File: config.mk
export PLATFORM = sky130hd
export DESIGN_NAME = debug_entry_control
export DESIGN_NICKNAME = d
export VERILOG_FILES = /design/src/debug_entry_pkg.sv /design/src/debug_sync.sv /design/src/debug_entry_control.sv
export SDC_FILE = /design/constraint.sdc
export NUM_CORES = 1
export LEC_CHECK = 0
export ABC_AREA = 0
export BUFFER_PORTS_ARGS = -buffer_cell sky130_fd_sc_hd__buf_4
export CAP_MARGIN = 20
export CORE_ASPECT_RATIO = 0.9
export CORE_UTILIZATION = 49
export DETAILED_ROUTE_END_ITERATION = 16
export GPL_ROUTABILITY_DRIVEN = 0
export GPL_TIMING_DRIVEN = 1
export PLACE_DENSITY = 0.82
export SKIP_CTS_REPAIR_TIMING = 1
export SLEW_MARGIN = 20
export SYNTH_ARGS = -nofsm -noshare
export SYNTH_HDL_FRONTEND = slang
export SYNTH_SLANG_ARGS = --single-unit
File: constraint.sdc
create_clock -name CORE_CLK -period 3 [get_ports CORE_CLK]
set_clock_uncertainty 0.2 [all_clocks]
set_input_delay 0.15 -clock CORE_CLK [delete_from_list [all_inputs] [get_ports CORE_CLK]]
set_output_delay 0.15 -clock CORE_CLK [all_outputs]
set_load 0.01 [all_outputs]
File: src/debug_entry_pkg.sv
// Shared constants and types for the debug entry controller.
// Assumes a single core clock domain; all values are sized for their users.

package debug_entry_pkg;

  // ===========================================================================
  // Controller states and entry causes
  // ===========================================================================
  typedef enum logic [2:0] {
    ST_RUN,
    ST_BKPT_EXEC,
    ST_WPT_DRAIN,
    ST_WPT_DELAY,
    ST_EXC_ENTRY,
    ST_REQ_DRAIN,
    ST_DEBUG
  } dbg_state_e;

  typedef enum logic [1:0] {
    CAUSE_NONE,
    CAUSE_BKPT,
    CAUSE_WPT,
    CAUSE_REQ
  } dbg_cause_e;

  // ===========================================================================
  // Program counter bias after watchpoint entry
  // ===========================================================================
  localparam int INSTR_BYTES   = 4;
  localparam int WPT_PC_AHEAD  = 5;
  localparam int WPT_PC_OFFSET = INSTR_BYTES * WPT_PC_AHEAD;

  // ===========================================================================
  // Scan chain numbering
  // ===========================================================================
  localparam int         SCAN_SEL_W          = 5;
  localparam int         SCAN_CHAIN_COUNT    = 32;
  localparam int         SCAN_RESERVED_COUNT = 16;
  localparam logic [4:0] SCAN_RESET_CHAIN    = 5'h03;
  localparam logic [4:0] SCAN_BSCAN_CHAIN    = 5'h03;
  localparam logic [4:0] SCAN_LAST_LOW_CHAIN = 5'h04;
  localparam logic [4:0] SCAN_TOP_CHAIN      = 5'h0F;

  // ===========================================================================
  // Memory interface levels for an internal cycle, and synchroniser depth
  // ===========================================================================
  localparam logic IDLE_MREQ_N  = 1'b1;
  localparam logic IDLE_SEQ     = 1'b0;
  localparam int   SYNC_STAGES  = 2;

endpackage

File: src/debug_sync.sv
// Multi-bit level synchroniser, one independent chain per bit.
// Assumes each input bit is a slow level; no bus coherency is implied.

`timescale 1ns/1ns
`default_nettype none

module debug_sync #(
  parameter int WIDTH  = 2,
  parameter int STAGES = 2
) (
  input  wire logic             clk,
  input  wire logic             rst_n,
  input  wire logic [WIDTH-1:0] d,
  output var  logic [WIDTH-1:0] q
);

  // ===========================================================================
  // Elaboration checks
  // ===========================================================================
  if (STAGES < 2) begin : g_bad_stages
    $error("debug_sync needs at least two stages");
  end

  // Stage 0 feeds only stage 1; nothing else may look at it
  logic [STAGES-1:0][WIDTH-1:0] stage;

  always_ff @(posedge clk) begin
    if (!rst_n) begin
      stage <= '0;
    end else begin
      stage[0] <= d;
      for (int i = 1; i < STAGES; i++) begin
        stage[i] <= stage[i-1];
      end
    end
  end

  assign q = stage[STAGES-1];

endmodule

`default_nettype wire

File: src/debug_entry_control.sv
// Debug entry controller: arbitrates debug entry against aborts and interrupts,
// drives debug acknowledge, idles the memory ports and holds the scan chain select.
// Assumes the core pipeline supplies boundary and completion strobes on CORE_CLK.
// How it works
// - Outside and internal breakpoint sources are ORed before reaching control.
// - Breakpointed instruction enters execute with its state change suppressed.
// - Breakpoint entry sequence overlaps execute of the breakpointed instruction.
// - Prefetch abort on a breakpointed instruction wins; breakpoint is dropped.
// - Breakpoint beats the software interrupt or undefined exception.
// - Interrupt at boundary wins over breakpoint; instruction is discarded, refetched.
// - Debug state disables interrupts; status register mask bits untouched.
// - After watchpoint the next instruction completes; single-cycle ones add a cycle.
// - Instruction after the completing one is suppressed during watchpoint entry.
// - Watchpoint entry leaves PC twenty bytes beyond the next instruction.
// - Aborting watchpointed access takes abort entry first, then debug.
// - Pending interrupt at watchpoint takes interrupt entry first, then debug.
// - Debug requests are synchronised and beat any pending interrupt.
// - After a request issue stalls; debug follows once the pipe drains.
// - In debug both memory ports show internal cycles; aborts, interrupts ignored.
// - Debug acknowledge is high exactly while in debug state.
// - Up to 32 chains selectable, 0 to 15 reserved; select output reports chain.
// - Chains 0-4 and 15 are internal; external boundary chain signals provided.

`timescale 1ns/1ns
`default_nettype none

module debug_entry_control #(
  parameter int PC_W = 32
) (
  input  wire logic            CORE_CLK,
  input  wire logic            NRST,
  input  wire logic            EXT_BREAKPOINT_IN,
  input  wire logic            ICE_BREAKPOINT_IN,
  input  wire logic            DECODE_VALID,
  input  wire logic            DECODE_PABORT,
  input  wire logic            DECODE_SWI_UNDEF,
  input  wire logic            EXEC_ADVANCE,
  input  wire logic            IRQ_PENDING,
  input  wire logic            FIQ_PENDING,
  input  wire logic            EXT_WATCHPOINT_IN,
  input  wire logic            ICE_WATCHPOINT_IN,
  input  wire logic            DATA_ABORT_IN,
  input  wire logic            NEXT_SINGLE_CYCLE_DP,
  input  wire logic            NEXT_COMPLETE,
  input  wire logic            EXC_ENTRY_DONE,
  input  wire logic            EXT_DEBUG_REQUEST,
  input  wire logic            ICE_DEBUG_REQUEST,
  input  wire logic            PIPE_DRAINED,
  input  wire logic            RESTART,
  input  wire logic [PC_W-1:0] NEXT_PC,
  input  wire logic            CORE_IMREQ_N,
  input  wire logic            CORE_INSTR_SEQUENTIAL,
  input  wire logic            CORE_DMREQ_N,
  input  wire logic            CORE_DATA_SEQUENTIAL,
  input  wire logic            SCAN_UPDATE,
  input  wire logic [4:0]      SCAN_CHAIN_SEL_IN,
  output var  logic            DEBUG_ACK_OUT,
  output var  logic [1:0]      DEBUG_CAUSE,
  output var  logic            EXEC_SUPPRESS,
  output var  logic            ISSUE_STALL,
  output var  logic            INT_DISABLE,
  output var  logic            TAKE_PREFETCH_ABORT,
  output var  logic            TAKE_DATA_ABORT,
  output var  logic            TAKE_INTERRUPT,
  output var  logic            DISCARD_INSTR,
  output var  logic [PC_W-1:0] DEBUG_PC,
  output var  logic            INSTR_MEM_REQUEST_N,
  output var  logic            INSTR_SEQUENTIAL,
  output var  logic            DATA_MEM_REQUEST_N,
  output var  logic            DATA_SEQUENTIAL,
  output var  logic [4:0]      SCAN_CHAIN_SELECT_OUT,
  output var  logic            INTERNAL_CHAIN_SELECT,
  output var  logic            EXT_BSCAN_SELECT,
  output var  logic            EXTENSION_CHAIN_SELECT
);

  // ===========================================================================
  // Elaboration checks
  // ===========================================================================
  if (PC_W < 8) begin : g_bad_pc_w
    $error("debug_entry_control needs PC_W of at least 8");
  end

  // True for the chain numbers that exist inside the device
  function automatic logic chain_is_internal(input logic [4:0] num);
    chain_is_internal = (num <= debug_entry_pkg::SCAN_LAST_LOW_CHAIN) ||
                        (num == debug_entry_pkg::SCAN_TOP_CHAIN);
  endfunction

  // ===========================================================================
  // Request synchronisation and event decode
  // ===========================================================================
  logic [1:0] dbg_req_sync;
  logic       dbg_req;
  logic       bkpt;
  logic       wpt_hit;
  logic       int_pending;
  logic       boundary;
  // Both request sources go through the same two-flop synchroniser, one chain each
  debug_sync #(.WIDTH(2), .STAGES(debug_entry_pkg::SYNC_STAGES)) u_req_sync (
    .clk   (CORE_CLK),
    .rst_n (NRST),
    .d     ({ICE_DEBUG_REQUEST, EXT_DEBUG_REQUEST}),
    .q     (dbg_req_sync)
  );
  assign dbg_req     = |dbg_req_sync;
  assign bkpt        = EXT_BREAKPOINT_IN | ICE_BREAKPOINT_IN;
  assign wpt_hit     = EXT_WATCHPOINT_IN | ICE_WATCHPOINT_IN;
  assign int_pending = IRQ_PENDING | FIQ_PENDING;
  assign boundary    = DECODE_VALID & EXEC_ADVANCE;

  // ===========================================================================
  // Entry arbitration
  // ===========================================================================
  debug_entry_pkg::dbg_state_e state;
  debug_entry_pkg::dbg_state_e next_state;
  debug_entry_pkg::dbg_cause_e cause;
  debug_entry_pkg::dbg_cause_e next_cause;
  logic next_take_pabort;
  logic next_take_dabort;
  logic next_take_int;
  logic next_discard;
  logic next_suppress;
  // Exceptions are only granted from RUN, so aborts and interrupts are
  // ignored while entering, waiting in or sitting in debug state
  always_comb begin
    next_state       = state;
    next_cause       = cause;
    next_take_pabort = 1'b0;
    next_take_dabort = 1'b0;
    next_take_int    = 1'b0;
    next_discard     = 1'b0;
    next_suppress    = 1'b0;
    case (state)
      debug_entry_pkg::ST_RUN: begin
        if (dbg_req) begin
          next_state = debug_entry_pkg::ST_REQ_DRAIN;
          next_cause = debug_entry_pkg::CAUSE_REQ;
        end else if (wpt_hit) begin
          next_cause = debug_entry_pkg::CAUSE_WPT;
          if (DATA_ABORT_IN) begin
            next_take_dabort = 1'b1;
            next_state       = debug_entry_pkg::ST_EXC_ENTRY;
          end else if (int_pending) begin
            next_take_int = 1'b1;
            next_state    = debug_entry_pkg::ST_EXC_ENTRY;
          end else begin
            next_state = debug_entry_pkg::ST_WPT_DRAIN;
          end
        end else if (boundary) begin
          if (DECODE_PABORT) begin
            next_take_pabort = 1'b1;
          end else if (int_pending) begin
            next_take_int = 1'b1;
            next_discard  = bkpt;
          end else if (bkpt) begin
            // SWI and undefined are simply suppressed like any other opcode
            next_state    = debug_entry_pkg::ST_BKPT_EXEC;
            next_cause    = debug_entry_pkg::CAUSE_BKPT;
            next_suppress = 1'b1;
          end
        end
      end
      debug_entry_pkg::ST_BKPT_EXEC: next_state = debug_entry_pkg::ST_DEBUG;
      debug_entry_pkg::ST_WPT_DRAIN: begin
        if (NEXT_COMPLETE) begin
          next_suppress = 1'b1;
          next_state    = NEXT_SINGLE_CYCLE_DP ? debug_entry_pkg::ST_WPT_DELAY
                                               : debug_entry_pkg::ST_DEBUG;
        end
      end
      debug_entry_pkg::ST_WPT_DELAY: next_state = debug_entry_pkg::ST_DEBUG;
      debug_entry_pkg::ST_EXC_ENTRY: begin
        if (EXC_ENTRY_DONE) next_state = debug_entry_pkg::ST_DEBUG;
      end
      debug_entry_pkg::ST_REQ_DRAIN: begin
        if (PIPE_DRAINED) next_state = debug_entry_pkg::ST_DEBUG;
      end
      debug_entry_pkg::ST_DEBUG: begin
        if (RESTART) begin
          next_state = debug_entry_pkg::ST_RUN;
          next_cause = debug_entry_pkg::CAUSE_NONE;
        end
      end
      default: next_state = debug_entry_pkg::ST_RUN;
    endcase
  end
  // State and cause
  always_ff @(posedge CORE_CLK) begin
    if (!NRST) begin
      state <= debug_entry_pkg::ST_RUN;
      cause <= debug_entry_pkg::CAUSE_NONE;
    end else begin
      state <= next_state;
      cause <= next_cause;
    end
  end

  // ===========================================================================
  // Pipeline control outputs
  // ===========================================================================
  // Registered from next_state so they line up with the state register
  always_ff @(posedge CORE_CLK) begin
    if (!NRST) begin
      DEBUG_ACK_OUT       <= 1'b0;
      DEBUG_CAUSE         <= 2'h0;
      EXEC_SUPPRESS       <= 1'b0;
      ISSUE_STALL         <= 1'b0;
      INT_DISABLE         <= 1'b0;
      TAKE_PREFETCH_ABORT <= 1'b0;
      TAKE_DATA_ABORT     <= 1'b0;
      TAKE_INTERRUPT      <= 1'b0;
      DISCARD_INSTR       <= 1'b0;
    end else begin
      DEBUG_ACK_OUT       <= (next_state == debug_entry_pkg::ST_DEBUG);
      DEBUG_CAUSE         <= next_cause;
      EXEC_SUPPRESS       <= next_suppress;
      ISSUE_STALL         <= (next_state == debug_entry_pkg::ST_REQ_DRAIN) ||
                             (next_state == debug_entry_pkg::ST_DEBUG);
      // Only the handling is gated; the mask bits live elsewhere, untouched
      INT_DISABLE         <= (next_state == debug_entry_pkg::ST_DEBUG);
      TAKE_PREFETCH_ABORT <= next_take_pabort;
      TAKE_DATA_ABORT     <= next_take_dabort;
      TAKE_INTERRUPT      <= next_take_int;
      DISCARD_INSTR       <= next_discard;
    end
  end

  // PC bias is captured only on the cycle that completes a watchpoint entry
  always_ff @(posedge CORE_CLK) begin
    if (!NRST) begin
      DEBUG_PC <= '0;
    end else if (next_state == debug_entry_pkg::ST_DEBUG &&
                 state != debug_entry_pkg::ST_DEBUG &&
                 next_cause == debug_entry_pkg::CAUSE_WPT) begin
      DEBUG_PC <= NEXT_PC + PC_W'(debug_entry_pkg::WPT_PC_OFFSET);
    end
  end

  // ===========================================================================
  // Memory interface cycle type
  // ===========================================================================
  // Costs one cycle of latency on the core's own request, but keeps every
  // output a flop and lets the idle forcing change on the ack edge
  always_ff @(posedge CORE_CLK) begin
    if (!NRST || next_state == debug_entry_pkg::ST_DEBUG) begin
      INSTR_MEM_REQUEST_N <= debug_entry_pkg::IDLE_MREQ_N;
      INSTR_SEQUENTIAL    <= debug_entry_pkg::IDLE_SEQ;
      DATA_MEM_REQUEST_N  <= debug_entry_pkg::IDLE_MREQ_N;
      DATA_SEQUENTIAL     <= debug_entry_pkg::IDLE_SEQ;
    end else begin
      INSTR_MEM_REQUEST_N <= CORE_IMREQ_N;
      INSTR_SEQUENTIAL    <= CORE_INSTR_SEQUENTIAL;
      DATA_MEM_REQUEST_N  <= CORE_DMREQ_N;
      DATA_SEQUENTIAL     <= CORE_DATA_SEQUENTIAL;
    end
  end

  // ===========================================================================
  // Scan chain selection
  // ===========================================================================
  // Any of the 32 numbers is accepted; the flags tell which space it is in
  always_ff @(posedge CORE_CLK) begin
    if (!NRST) begin
      SCAN_CHAIN_SELECT_OUT  <= debug_entry_pkg::SCAN_RESET_CHAIN;
      INTERNAL_CHAIN_SELECT  <= chain_is_internal(debug_entry_pkg::SCAN_RESET_CHAIN);
      EXT_BSCAN_SELECT       <= 1'b1;
      EXTENSION_CHAIN_SELECT <= 1'b0;
    end else if (SCAN_UPDATE) begin
      SCAN_CHAIN_SELECT_OUT  <= SCAN_CHAIN_SEL_IN;
      INTERNAL_CHAIN_SELECT  <= chain_is_internal(SCAN_CHAIN_SEL_IN);
      EXT_BSCAN_SELECT       <= (SCAN_CHAIN_SEL_IN == debug_entry_pkg::SCAN_BSCAN_CHAIN);
      EXTENSION_CHAIN_SELECT <= (32'(SCAN_CHAIN_SEL_IN) >=
                                 debug_entry_pkg::SCAN_RESERVED_COUNT);
    end
  end

  logic quiet_run;
  assign quiet_run = (state == debug_entry_pkg::ST_RUN) && !dbg_req && !wpt_hit;
endmodule

`default_nettype wire

==> impl_metrics.toml <==
[status]
status = "complete, but fails checks"
violations = "negative hold slack"

[finish]
antenna_cells = 0
final_util_pct = 77.04
ff_latch_area_um2 = 1201
nets = 558
final_cell_mix = "buf_4 (122), dfxtp_1 (60), dlygate4sd3_1 (47)"
layout_commonest_cell = "buf_4"
synthToLayoutAreaGrowth_pct = 52.00
fill_cells = 426
drive_gt1_share_pct = 32.60
multi_input_area_um2 = 1733

[timing]
slew_headroom_pct = 43.30
rsz0062_at_grt = "false"
hold_viol_final = 2
holdWs_ns = -0.01434
finalSetupViolations = 0
setup-tns-final_ns = 0
period_minus_slack_ns = 2.808
worstMarginPinSlew_ns = 0.8454
fin_crit_sh_pct = 93.60
max_freq_ghz = 0.3561
finalMaxSlewViolations = 0

[worst_setup_path]
critPathLaunchType = "flip-flop"
crit_type = "flip-flop to flip-flop"
timing.rr.end = "INSTR_SEQUENTIAL"
path_max_fanout = 14
rr_startpoint = "state[1]"
max_stage_delay_ns = 0.74
r2r.worst_path.cells = 5
cp_slowest_cell = "o31ai_2"
critPathArrivalTime_ns = 2.90
crit_chain = "nor2_1 > a31o_2 > o31ai_2 > and3_2 > dlygate4sd3_1"
cp-end-kind = "flip-flop"
r2r_slack_ns = 0.19
cp.required_ns = 3.10

[die]
dieWidth_um = 85.83
fp.dieArea_um2 = 6648
ios = 116
start_util_pct = 50.69
rows = 27
fp.dieH_um = 77.45
core_um2 = 6115

[global_routing]
grt_pass1_vias = 2858
grt_max_degree = 33
grtUsageTotal_pct = 25.97
gr-total-overflow = 0
grt_pass1_wl_mm = 13.53
antenna_found_initial = 0

[yosys]
synthXorXnorAreaFrac_pct = 7.348
synth_async_sr_flop_share_pct = 0
yosys.cell_types.count = 58
yosys.area_share.simple_pct = 22.45
synth_top_family_by_area = "compound AO/OA/AOI/OAI gates"
yosys.area_share.adder_pct = 0.4037
synthesis.area_um2 = 3099
synth_warnings = 0
synth.avg_cell_area_um2 = 9.142
synth_edf_count = 0
muxShareOfSynthArea_pct = 1.615
synth_compound_area_share_pct = 23.94
yosysSeqAreaShare_pct = 38.76
synthCells = 339
synth-seq-cells = 60
synth_flop_cell = "dfxtp_1"
syn-num-nets = 402

[detailed_routing]
wl_mm = 9.539
wl_per_cell_um = 16.25
drtIter0Drc = 218
postRouteAntennaNets = 0
drc = 0
via_per_inst = 5.627
vias = 3303
dr.pass1.iters = 4

[power]
total_power_mw = 3.069
leakagePower_nw = 1.926
p_per_area_nw_per_um2 = 651.4
ir_worst_vdd_mv = 0.3811

[placement]
dp_hpwl_mm = 5.978
place.port_buffers = 114

[clock_network]
clk_pin_slew_ns = 0.08
clockBufferDepth = 2
h-tree-depth = 3
numCtsBuffers = 9
cts.sinks = 60
clockRootBuffer = "clkbuf_8"
clkLatencyLatePin_ns = 0.35
cts_tree = "built"

[job]
maxCapViolations = 0

[worst_hold_path]
min_from = "NEXT_PC[31]"
min_path_type = "input pin to flip-flop"
hold_end = "DEBUG_PC[31]"
hold_depth = 3
logic make-up after synthesis:
kind of cell,after synthesis
AOI/OAI and AO/OA,99
xor gates and xnor gates,26
adders and majority gates,1
buffers and inverters,29
DFF,60
muxes,5
and+or+nand+nor,119
worst max path at each step:
stage / slack (ns) / to / depth (start not counted) / startpoint
5_1_grt: 0.10 / INSTR_SEQUENTIAL / 5 / state[1]
3_3_place_gp: 0.48 / DEBUG_PC[2] / 6 / state[1]
2_1_floorplan: 0.69 / DEBUG_PC[25] / 8 / state[0]
4_1_cts: 0.40 / DEBUG_PC[10] / 6 / state[1]
6_report: 0.19 / INSTR_SEQUENTIAL / 5 / state[1]
3_5_place_dp: 0.43 / DEBUG_PC[10] / 6 / state[1]
area by class of cell:
| type | instances | area share [%] |
|---|---|---|
| Multi-Input combinational cell | 250 | 36.79 |
| Timing Repair Buffer | 169 | 29.43 |
| Sequential cell | 60 | 25.50 |
| Clock inverter | 7 | 2.948 |
| Clock buffer | 9 | 2.629 |
| Tap cell | 87 | 2.311 |
| Inverter | 5 | 0.3984 |
sequential cells by signal, indices dropped and copies added (netlist names):
register / count
DATA_MEM_REQUEST_N: 1
DATA_SEQUENTIAL: 1
DEBUG_CAUSE: 2
DEBUG_PC: 32
DISCARD_INSTR: 1
EXEC_SUPPRESS: 1
EXTENSION_CHAIN_SELECT: 1
EXT_BSCAN_SELECT: 1
INSTR_MEM_REQUEST_N: 1
INSTR_SEQUENTIAL: 1
INTERNAL_CHAIN_SELECT: 1
INT_DISABLE: 1
ISSUE_STALL: 1
SCAN_CHAIN_SELECT_OUT: 5
TAKE_DATA_ABORT: 1
TAKE_INTERRUPT: 1
TAKE_PREFETCH_ABORT: 1
state: 3
u_req_sync.q: 2
u_req_sync.stage: 2
cells in the mapped netlist, drive strengths merged (3+ instances only):
library cell  number  area share, %
a31oi             23            4.6
a21oi             13            2.1
nand3             10            1.6
inv                5           0.61
buf               10            3.2
dfxtp             60             39
or3                6            1.4
clkbuf            14            1.7
a31o               3           0.85
and4               3           0.85
nand2b             4           0.81
xnor2             15            4.2
or2                5            1.0
nor2              19            2.3
o21ai             10            1.6
and3              12            2.5
nor3              12            2.3
a211oi            21            6.9
xor2              11            3.1
o31ai              8            2.1
mux2i              5            1.6
nor4               7            1.9
and2               5            1.0
nand2             14            1.7
nand4             14            2.8
per-layer routing:
metal | wire, µm | track usage (%) | part of all wire [%] | up-vias
met5 | 0 | 0 | 0 | -
met4 | 304 | 11.50 | 3.2 | 0
met3 | 528 | 5.426 | 5.5 | 30
met2 | 4633 | 43.36 | 49 | 140
met1 | 4072 | 32.17 | 43 | 1527
li1 | - | - | - | 1606
power by group:
group          leakage, nW  internal [mW]  switching, mW
registers            0.491          0.927         0.0935
logic                 1.30          0.490          0.580
clock network        0.133          0.634          0.344
total                 1.93           2.05           1.02
critical path: cells and delay by family (launching register included):
kind                   cells  cell delay (ns)
flip-flops                 1             0.59
AO/OA/AOI/OAI              2             1.03
buffers and inverters      1             0.54
AND/OR/NAND/NOR            2             0.40
per-stage QoR:
step                worst slack (ns)  instance area [µm²]  cells
floorplan                     0.6896                 3099    339
global placement              0.4794                 3978    524
detailed placement            0.4313                 3978    524
CTS                           0.3996                 4240    540
global route                  0.1044                 4711    587
finish                        0.1920                 4711    587
Note: power is estimated with default switching activity, not from simulation.
